<file path="src/logic/mbox_regs.svh">
// offsets, field positions, reset values and response codes of the mailbox link
// assumes: included by bare name wherever a constant is needed
`ifndef MBOX_REGS_SVH
`define MBOX_REGS_SVH

// ==========================================================
// device map on the parallel link
`define MBOX_RD_PTR_OFF 8'h48
`define MBOX_DATA_OFF 8'h4a
`define MBOX_WR_PTR_OFF 8'h4c
`define MBOX_DEST_OFF 8'h50
`define MBOX_SRC_ACK_OFF 8'h58
`define MBOX_CTRL_LO_OFF 8'h60
`define MBOX_CTRL_HI_OFF 8'h61
`define MBOX_MASK_STA_OFF 8'h75
`define MBOX_MASK_BIT 2
`define MBOX_STA_BIT 2
`define MBOX_ACK_BIT 0
`define MBOX_HOST_ACK_BIT 0
`define MBOX_MASK_RST 1'b0
`define MBOX_BYTE_RST 8'h00

// ==========================================================
// controller map on AXI4-Lite (byte addresses)
`define CTL_CMD_OFF 4'h0
`define CTL_RESULT_OFF 4'h4
`define CTL_INT_STATUS_OFF 4'h8
`define CTL_INT_MASK_OFF 4'hc
`define CTL_OP_LSB 0
`define CTL_ADDR_LSB 8
`define CTL_DATA_LSB 16
`define CTL_BUSY_BIT 8
`define CTL_IRQ_BIT 9
`define CTL_INT_DONE_BIT 0
`define CTL_INT_DEV_BIT 1
`define CTL_RESP_OKAY 2'h0
`define CTL_RESP_SLVERR 2'h2

`endif

</file>
<file path="src/logic/mbox_pkg.sv">
// types shared by both ends of the mailbox link
// assumes: nothing beyond the constants header
package mbox_pkg;

	// ==========================================================
	// message tag: source of a device message, destination of a host one
	typedef enum logic [1:0] {BUF0, BUF1, BUF2, BUF_NONE} buf_sel_t;
	typedef struct packed {
		buf_sel_t buffer;
		logic [1:0] kind;
		logic [3:0] func;
	} msg_tag_t;

	// ==========================================================
	// controller commands and sequencer phases
	typedef enum logic [2:0] {
		OP_WRITE, OP_READ, OP_ACK, OP_SEND, OP_CLR_WP, OP_CLR_RP
	} host_op_t;
	typedef enum logic [1:0] {PH_IDLE, PH_ACCESS, PH_CAPTURE} host_phase_t;

endpackage : mbox_pkg

</file>
<file path="src/logic/mbox_if.sv">
// parallel host link between controller and mailbox device
// assumes: both ends on one clock; strobes are single-cycle
`timescale 1ns/100ps
interface mbox_if;
	logic [7:0] addr;
	logic [7:0] wdata;
	logic wr;
	logic rd;
	logic [7:0] rdata;
	logic irq;

	modport dev_mp (input addr, input wdata, input wr, input rd, output rdata, output irq);
	modport host_mp (output addr, output wdata, output wr, output rd, input rdata, input irq);
endinterface : mbox_if

</file>
<file path="src/logic/mailbox_host.sv">
// mailbox controller end: AXI4-Lite slave that runs single link accesses
// assumes: device on the same clock answers a read on the next cycle
`include "mbox_regs.svh"
`timescale 1ns/100ps
module mailbox_host (
	// clock and reset
	input wire logic CLK_I,
	input wire logic RST_I,
	// AXI4-Lite write channels
	input wire logic [3:0] S_AXI_AWADDR_I,
	input wire logic S_AXI_AWVALID_I,
	output logic S_AXI_AWREADY_O,
	input wire logic [31:0] S_AXI_WDATA_I,
	input wire logic [3:0] S_AXI_WSTRB_I,
	input wire logic S_AXI_WVALID_I,
	output logic S_AXI_WREADY_O,
	output logic [1:0] S_AXI_BRESP_O,
	output logic S_AXI_BVALID_O,
	input wire logic S_AXI_BREADY_I,
	// AXI4-Lite read channels
	input wire logic [3:0] S_AXI_ARADDR_I,
	input wire logic S_AXI_ARVALID_I,
	output logic S_AXI_ARREADY_O,
	output logic [31:0] S_AXI_RDATA_O,
	output logic [1:0] S_AXI_RRESP_O,
	output logic S_AXI_RVALID_O,
	input wire logic S_AXI_RREADY_I,
	// interrupt
	output logic IRQ_O,
	// parallel link to the device
	mbox_if.host_mp BUS
);

	// ==========================================================
	// state
	typedef struct packed {
		logic aw_got;
		logic w_got;
		logic [3:0] awaddr;
		logic [31:0] wdata;
		logic bvalid;
		logic [1:0] bresp;
		logic rvalid;
		logic [31:0] rdata;
		logic [1:0] rresp;
		logic [1:0] int_status;
		logic [1:0] int_mask;
		mbox_pkg::host_phase_t phase;
		logic [7:0] addr;
		logic [7:0] bdata;
		logic wr;
		logic rd;
		logic [7:0] result;
		logic irq_d;
	} state_t;

	state_t st_reg;
	state_t st_next;
	logic [7:0] cmd_addr;
	logic [7:0] cmd_data;
	mbox_pkg::host_op_t cmd_op;
	logic [1:0] int_evt;

	// fixed-target ops keep the message sequences correct by construction
	function automatic logic [7:0] op_addr(input mbox_pkg::host_op_t op, input logic [7:0] a);
		unique case (op)
			mbox_pkg::OP_ACK: return `MBOX_SRC_ACK_OFF;
			mbox_pkg::OP_SEND: return `MBOX_DEST_OFF;
			mbox_pkg::OP_CLR_WP: return `MBOX_WR_PTR_OFF;
			mbox_pkg::OP_CLR_RP: return `MBOX_RD_PTR_OFF;
			default: return a;
		endcase
	endfunction : op_addr

	function automatic logic [7:0] op_data(input mbox_pkg::host_op_t op, input logic [7:0] d);
		unique case (op)
			mbox_pkg::OP_ACK: return 8'h01;
			mbox_pkg::OP_CLR_WP, mbox_pkg::OP_CLR_RP: return 8'h00;
			default: return d;
		endcase
	endfunction : op_data

	// ==========================================================
	// next state
	always_comb
	begin
		st_next = st_reg;
		cmd_op = mbox_pkg::host_op_t'(st_reg.wdata[`CTL_OP_LSB +: 3]);
		cmd_addr = st_reg.wdata[`CTL_ADDR_LSB +: 8];
		cmd_data = st_reg.wdata[`CTL_DATA_LSB +: 8];
		st_next.wr = 1'b0;
		st_next.rd = 1'b0;
		st_next.irq_d = BUS.irq;
		int_evt = 2'b00;
		int_evt[`CTL_INT_DEV_BIT] = BUS.irq && !st_reg.irq_d;
		int_evt[`CTL_INT_DONE_BIT] = (st_reg.phase == mbox_pkg::PH_CAPTURE) ||
			(st_reg.phase == mbox_pkg::PH_ACCESS && !st_reg.rd);

		// device line rising edge
		if (BUS.irq && !st_reg.irq_d)
		begin
			st_next.int_status[`CTL_INT_DEV_BIT] = 1'b1;
		end

		// link sequencer
		unique case (st_reg.phase)
			mbox_pkg::PH_IDLE:
			begin
			end
			mbox_pkg::PH_ACCESS:
			begin
				if (st_reg.rd)
				begin
					st_next.phase = mbox_pkg::PH_CAPTURE;
				end
				else
				begin
					st_next.phase = mbox_pkg::PH_IDLE;
					st_next.int_status[`CTL_INT_DONE_BIT] = 1'b1;
				end
			end
			mbox_pkg::PH_CAPTURE:
			begin
				st_next.result = BUS.rdata;
				st_next.phase = mbox_pkg::PH_IDLE;
				st_next.int_status[`CTL_INT_DONE_BIT] = 1'b1;
			end
		endcase

		// write channels taken in either order
		if (S_AXI_AWVALID_I && S_AXI_AWREADY_O)
		begin
			st_next.aw_got = 1'b1;
			st_next.awaddr = S_AXI_AWADDR_I;
		end
		if (S_AXI_WVALID_I && S_AXI_WREADY_O)
		begin
			st_next.w_got = 1'b1;
			st_next.wdata = S_AXI_WDATA_I;
		end
		if (st_reg.aw_got && st_reg.w_got)
		begin
			st_next.aw_got = 1'b0;
			st_next.w_got = 1'b0;
			st_next.bvalid = 1'b1;
			st_next.bresp = `CTL_RESP_OKAY;
			case ({st_reg.awaddr[3:2], 2'b00})
				`CTL_CMD_OFF:
				begin
					// a command while busy is dropped
					if (st_reg.phase == mbox_pkg::PH_IDLE)
					begin
						st_next.phase = mbox_pkg::PH_ACCESS;
						st_next.addr = op_addr(cmd_op, cmd_addr);
						st_next.bdata = op_data(cmd_op, cmd_data);
						st_next.rd = (cmd_op == mbox_pkg::OP_READ);
						st_next.wr = (cmd_op != mbox_pkg::OP_READ);
					end
				end
				`CTL_INT_STATUS_OFF:
					st_next.int_status = st_next.int_status & ~st_reg.wdata[1:0];
				`CTL_INT_MASK_OFF: st_next.int_mask = st_reg.wdata[1:0];
				`CTL_RESULT_OFF:
				begin
				end
				default: st_next.bresp = `CTL_RESP_SLVERR;
			endcase
		end
		// an event in this cycle outlives a same-cycle clear
		st_next.int_status = st_next.int_status | int_evt;
		if (st_reg.bvalid && S_AXI_BREADY_I)
		begin
			st_next.bvalid = 1'b0;
		end

		// read channel
		if (S_AXI_ARVALID_I && S_AXI_ARREADY_O)
		begin
			st_next.rvalid = 1'b1;
			st_next.rresp = `CTL_RESP_OKAY;
			st_next.rdata = 32'h0000_0000;
			case ({S_AXI_ARADDR_I[3:2], 2'b00})
				`CTL_CMD_OFF: st_next.rdata = st_reg.wdata;
				`CTL_RESULT_OFF:
				begin
					st_next.rdata[7:0] = st_reg.result;
					st_next.rdata[`CTL_BUSY_BIT] = (st_reg.phase != mbox_pkg::PH_IDLE);
					st_next.rdata[`CTL_IRQ_BIT] = BUS.irq;
				end
				`CTL_INT_STATUS_OFF: st_next.rdata[1:0] = st_reg.int_status;
				`CTL_INT_MASK_OFF: st_next.rdata[1:0] = st_reg.int_mask;
				default: st_next.rresp = `CTL_RESP_SLVERR;
			endcase
		end
		else if (st_reg.rvalid && S_AXI_RREADY_I)
		begin
			st_next.rvalid = 1'b0;
		end
	end

	// ==========================================================
	// registers
	always_ff @(posedge CLK_I or posedge RST_I)
	begin
		if (RST_I)
		begin
			st_reg <= '0;
		end
		else
		begin
			st_reg <= st_next;
		end
	end

	// ==========================================================
	// outputs
	assign S_AXI_AWREADY_O = !st_reg.aw_got && !st_reg.bvalid;
	assign S_AXI_WREADY_O = !st_reg.w_got && !st_reg.bvalid;
	assign S_AXI_BVALID_O = st_reg.bvalid;
	assign S_AXI_BRESP_O = st_reg.bresp;
	assign S_AXI_ARREADY_O = !st_reg.rvalid;
	assign S_AXI_RVALID_O = st_reg.rvalid;
	assign S_AXI_RDATA_O = st_reg.rdata;
	assign S_AXI_RRESP_O = st_reg.rresp;
	assign IRQ_O = |(st_reg.int_status & st_reg.int_mask);
	assign BUS.addr = st_reg.addr;
	assign BUS.wdata = st_reg.bdata;
	assign BUS.wr = st_reg.wr;
	assign BUS.rd = st_reg.rd;

endmodule : mailbox_host

</file>
<file path="src/flat_wrapper.sv">
// flat-port wrapper written by rule: the top's interface ports become plain ports
module mailbox_host_flat 
  (CLK_I, RST_I, S_AXI_AWADDR_I, S_AXI_AWVALID_I, S_AXI_AWREADY_O, S_AXI_WDATA_I, S_AXI_WSTRB_I, S_AXI_WVALID_I, S_AXI_WREADY_O, S_AXI_BRESP_O, S_AXI_BVALID_O, S_AXI_BREADY_I, S_AXI_ARADDR_I, S_AXI_ARVALID_I, S_AXI_ARREADY_O, S_AXI_RDATA_O, S_AXI_RRESP_O, S_AXI_RVALID_O, S_AXI_RREADY_I, IRQ_O, BUS_addr, BUS_wdata, BUS_wr, BUS_rd, BUS_rdata, BUS_irq);
  mbox_if BUS_i ();
  input wire logic CLK_I;
  input wire logic RST_I;
  input wire logic [3:0] S_AXI_AWADDR_I;
  input wire logic S_AXI_AWVALID_I;
  output logic S_AXI_AWREADY_O;
  input wire logic [31:0] S_AXI_WDATA_I;
  input wire logic [3:0] S_AXI_WSTRB_I;
  input wire logic S_AXI_WVALID_I;
  output logic S_AXI_WREADY_O;
  output logic [1:0] S_AXI_BRESP_O;
  output logic S_AXI_BVALID_O;
  input wire logic S_AXI_BREADY_I;
  input wire logic [3:0] S_AXI_ARADDR_I;
  input wire logic S_AXI_ARVALID_I;
  output logic S_AXI_ARREADY_O;
  output logic [31:0] S_AXI_RDATA_O;
  output logic [1:0] S_AXI_RRESP_O;
  output logic S_AXI_RVALID_O;
  input wire logic S_AXI_RREADY_I;
  output logic IRQ_O;
  output wire logic [$bits(BUS_i.addr)-1:0] BUS_addr;
  output wire logic [$bits(BUS_i.wdata)-1:0] BUS_wdata;
  output wire logic [$bits(BUS_i.wr)-1:0] BUS_wr;
  output wire logic [$bits(BUS_i.rd)-1:0] BUS_rd;
  input wire logic [$bits(BUS_i.rdata)-1:0] BUS_rdata;
  input wire logic [$bits(BUS_i.irq)-1:0] BUS_irq;
  assign BUS_addr = BUS_i.addr;
  assign BUS_wdata = BUS_i.wdata;
  assign BUS_wr = BUS_i.wr;
  assign BUS_rd = BUS_i.rd;
  assign BUS_i.rdata = BUS_rdata;
  assign BUS_i.irq = BUS_irq;
  mailbox_host u_core (.CLK_I(CLK_I), .RST_I(RST_I), .S_AXI_AWADDR_I(S_AXI_AWADDR_I), .S_AXI_AWVALID_I(S_AXI_AWVALID_I), .S_AXI_AWREADY_O(S_AXI_AWREADY_O), .S_AXI_WDATA_I(S_AXI_WDATA_I), .S_AXI_WSTRB_I(S_AXI_WSTRB_I), .S_AXI_WVALID_I(S_AXI_WVALID_I), .S_AXI_WREADY_O(S_AXI_WREADY_O), .S_AXI_BRESP_O(S_AXI_BRESP_O), .S_AXI_BVALID_O(S_AXI_BVALID_O), .S_AXI_BREADY_I(S_AXI_BREADY_I), .S_AXI_ARADDR_I(S_AXI_ARADDR_I), .S_AXI_ARVALID_I(S_AXI_ARVALID_I), .S_AXI_ARREADY_O(S_AXI_ARREADY_O), .S_AXI_RDATA_O(S_AXI_RDATA_O), .S_AXI_RRESP_O(S_AXI_RRESP_O), .S_AXI_RVALID_O(S_AXI_RVALID_O), .S_AXI_RREADY_I(S_AXI_RREADY_I), .IRQ_O(IRQ_O), .BUS(BUS_i));
endmodule
</file>
<file path="config.mk">
export PLATFORM = sky130hd
export DESIGN_NAME = mailbox_host_flat
export DESIGN_NICKNAME = d
export VERILOG_FILES = /design/src/logic/mbox_pkg.sv /design/src/logic/mbox_if.sv /design/src/logic/mailbox_host.sv /design/src/flat_wrapper.sv
export VERILOG_INCLUDE_DIRS = /design/src /design/src/logic
export SDC_FILE = /design/constraint.sdc
export NUM_CORES = 1
export LEC_CHECK = 0
export BUFFER_PORTS_ARGS = -buffer_cell sky130_fd_sc_hd__buf_2
export CORE_MARGIN = 2
export CORE_UTILIZATION = 50
export CTS_BUF_LIST = sky130_fd_sc_hd__clkbuf_16
export DETAILED_ROUTE_END_ITERATION = 10
export PLACE_DENSITY = 0.79
export REMOVE_ABC_BUFFERS = 1
export SLEW_MARGIN = 20
export SYNTH_ARGS = -nofsm -noshare
export SYNTH_HDL_FRONTEND = slang
export SYNTH_SLANG_ARGS = --single-unit
</file>
<file path="constraint.sdc">
create_clock -name CLK_I -period 4.9 [get_ports CLK_I]
set_input_delay 0.245 -clock CLK_I [delete_from_list [all_inputs] [get_ports CLK_I]]
set_output_delay 0.245 -clock CLK_I [all_outputs]
set_load 0.05 [all_outputs]
</file>
==> results.json <==
{
  "routed_wl_mm": 8.920,
  "syn_area_sq_mm": 0.004623,
  "diodes": 0,
  "die_area_sq_mm": 0.01003,
  "io_buffers": 107,
  "status": "finished clean",
  "switching_share_pct": 39.44,
  "cp.required_ns": 5.17,
  "finalPower_uw": 3383,
  "synthCells": 356,
  "fmax_mhz": 438.9,
  "place_area_sq_mm": 0.004801,
  "cts_max_path_buffers": 2,
  "area_delta_synth_final_pct": 10.55,
  "final_antenna_net_count": 0,
  "power_leakage_uw": 0.002578,
  "seq_area_sq_mm": 0.002577,
  "synthSimpleGateAreaFrac_pct": 5.602,
  "yosysTopAreaCellShare_pct": 55.75,
  "r2r_cells": 3,
  "hpwl_mm": 5.868,
  "yosysUniqueCellTypes": 41,
  "cap_violations": 0,
  "core_area_sq_mm": 0.009109,
  "wl_per_cell_microns": 17.12,
  "synth-compound-area-share_pct": 8.092,
  "drcViolationCount": 0,
  "power_frac_seq_pct": 40.3,
  "root_buffer": "clkbuf_16",
  "grt_max_degree": 78,
  "power.density_mw_per_mm2": 661.9,
  "cts_sinks": 103,
  "track_usage_pct": 18.78,
  "avgSynthCellArea_sq_um": 12.99,
  "p_int_uw": 2049,
  "finalClockSkew_ns": 0.003426,
  "pin_count": 120,
  "synth_xor_area_share_pct": 0.1894,
  "pwr-share-clk_pct": 21.7,
  "hold_violations": 0,
  "cp.arrival_ns": 2.54,
  "die-height_microns": 100.2,
  "rsz0062_at_grt": "false",
  "dr.first_iter.drc_count": 102,
  "cp-start-kind": "flop",
  "finalCritPeriodShare_pct": 46.49,
  "rows": 35,
  "finalSetupTns_ns": 0,
  "comb_power_share_pct": 38.1,
  "worst_slew_pin_slew_ns": 1.029,
  "synthAdderAreaFrac_pct": 1.083,
  "multi_input_area_sq_mm": 0.001490,
  "antenna_found_initial": 0,
  "ys_seq_area_share_pct": 55.75,
  "via_per_inst": 5.324,
  "peakVddDrop_mv": 0.6443,
  "fill_cells": 788,
  "design_area_sq_mm": 0.005111,
  "worst_skew_pair.late_latency_ns": 0.33,
  "die_w_microns": 100.2,
  "num_vias": 2774,
  "clk_pin_slew_ns": 0.06,
  "finalSetupViolations": 0,
  "grt_first_pass_wirelength_mm": 14.66,
  "dp_slack_ns": 2.627,
  "synth-warning-count": 0,
  "cts_tree": "yes",
  "min_period_ns": 2.278,
  "cts_buffers": 9,
  "grt-ovfl-total": 0,
  "drive_gt1_share_pct": 45.12,
  "start_util_pct": 50.76,
  "synth-seq-cells": 103,
  "crit_fanout": 35,
  "hold_path_depth": 1,
  "dr.pass1.iters": 4,
  "finalNetCount": 471,
  "slew_violations": 0,
  "gp_congestion": 0.6848,
  "cp-end-kind": "flop",
  "hold_path.class": "input pin to flop",
  "synth_top_cell_by_area": "dfrtp_1",
  "power_switching_uw": 1334,
  "htree_levels": 3,
  "relSlewSlack_pct": 31.16,
  "grt_pass1_vias": 2905,
  "muxShareOfSynthArea_pct": 16.73,
  "synth_top_family_by_area": "multiplexers",
  "netlist_top_cells_area": "dfrtp_1, mux2_2, buf_4",
  "critPathKind": "flop to flop",
  "final_critical_path_setup_slack_ns": 2.622,
  "utilization_pct": 56.11
}
## cells by family (layout without fill, tap and decap cells)
kind of cell               count (synthesis)  after routing
DFF                                      103            103
and+or+nand+nor                           45             45
AOI/OAI and AO/OA                         52             52
muxes                                     65             65
adders and majority gates                  4              4
xor gates and xnor gates                   1              1
other                                      1              4
buffers and inverters                     85            136
## power groups by stage
stage	registers (uW)	clock network, uW	logic, uW
global route	1400	787	1380
finish	1360	733	1290
detailed placement	1370	0	1300
global placement	1350	0	1270
floorplan	1730	0	598
CTS	1360	755	1300
## placed cells by master (no fill, tap or decap), drive strengths merged, types with 4 or more instances in the layout
| cell type | count |
|---|---|
| o21ai | 17 |
| and3 | 8 |
| dfrtp | 103 |
| a22o | 24 |
| buf | 108 |
| conb | 4 |
| nand4 | 5 |
| clkbuf | 9 |
| inv | 13 |
| mux2i | 9 |
| mux2 | 54 |
| ha | 4 |
| nand2 | 15 |
## cells in the mapped netlist, drive strengths merged
cell,count
nand3,1
mux4,2
or2,1
o2111ai,1
and4b,1
buf,64
a21o,1
o21ai,17
o2bb2ai,1
a41oi,1
and4bb,1
a22o,24
nand2b,3
or3b,1
dfrtp,103
a21boi,1
a31oi,2
nor2b,3
mux2i,9
nor2,3
and3,8
ha,4
nand2,15
conb,1
mux2,54
nor3,1
nand4,5
a311o,1
inv,13
and2,2
clkbuf,8
a21oi,3
xnor2,1
## final cells by class
class / count / area share (%)
sequential: 103 / 50.43
multi-input combinational: 171 / 29.16
timing repair buffer: 109 / 10.82
clock buffer: 9 / 4.406
tap: 111 / 2.717
clock inverter: 5 / 1.469
inverter: 13 / 1.004
## critical path, stage by stage, from the launching register on
cell and delay [ns]:
dfrtp_1 0.38, nand2b_2 0.58, nor3_4 0.98, a22o_1 0.25
## per-layer routing
metal	wire (microns)	track usage [%]	part of all wire [%]
met5	0	0	0
met2	4496	30.87	50
met3	471	4.944	5.3
met1	3853	24.04	43
met4	98	6.955	1.1
## per-stage QoR
stage               std cells  hold WS, ns
finish                    521      0.06201
detailed placement        506       0.2340
CTS                       521      0.04778
global route              521      0.04221
global placement          506       0.2359
floorplan                 287       0.2764
## worst paths after layout
path	startpoint	endpoint	slack, ns
max	u_core.S_AXI_RVALID_O	u_core.S_AXI_RDATA_O[19]	2.62
max reg2reg	u_core.S_AXI_RVALID_O	u_core.S_AXI_RDATA_O[19]	2.62
min reg2reg	u_core.S_AXI_RDATA_O[4]	u_core.S_AXI_RDATA_O[4]	0.48
min	BUS_irq	u_core.st_reg[0]	0.06
min in group asynchronous	RST_I	u_core.S_AXI_RDATA_O[21]	0.43
max in group asynchronous	RST_I	u_core.cmd_data[7]	3.20
## timing repair
item	CTS	global route
gates resized for setup	0	0
hold endpoints to repair	26	0
hold buffers	1	0
buffers inserted	0	0
Note: power is estimated with default switching activity, not from simulation.
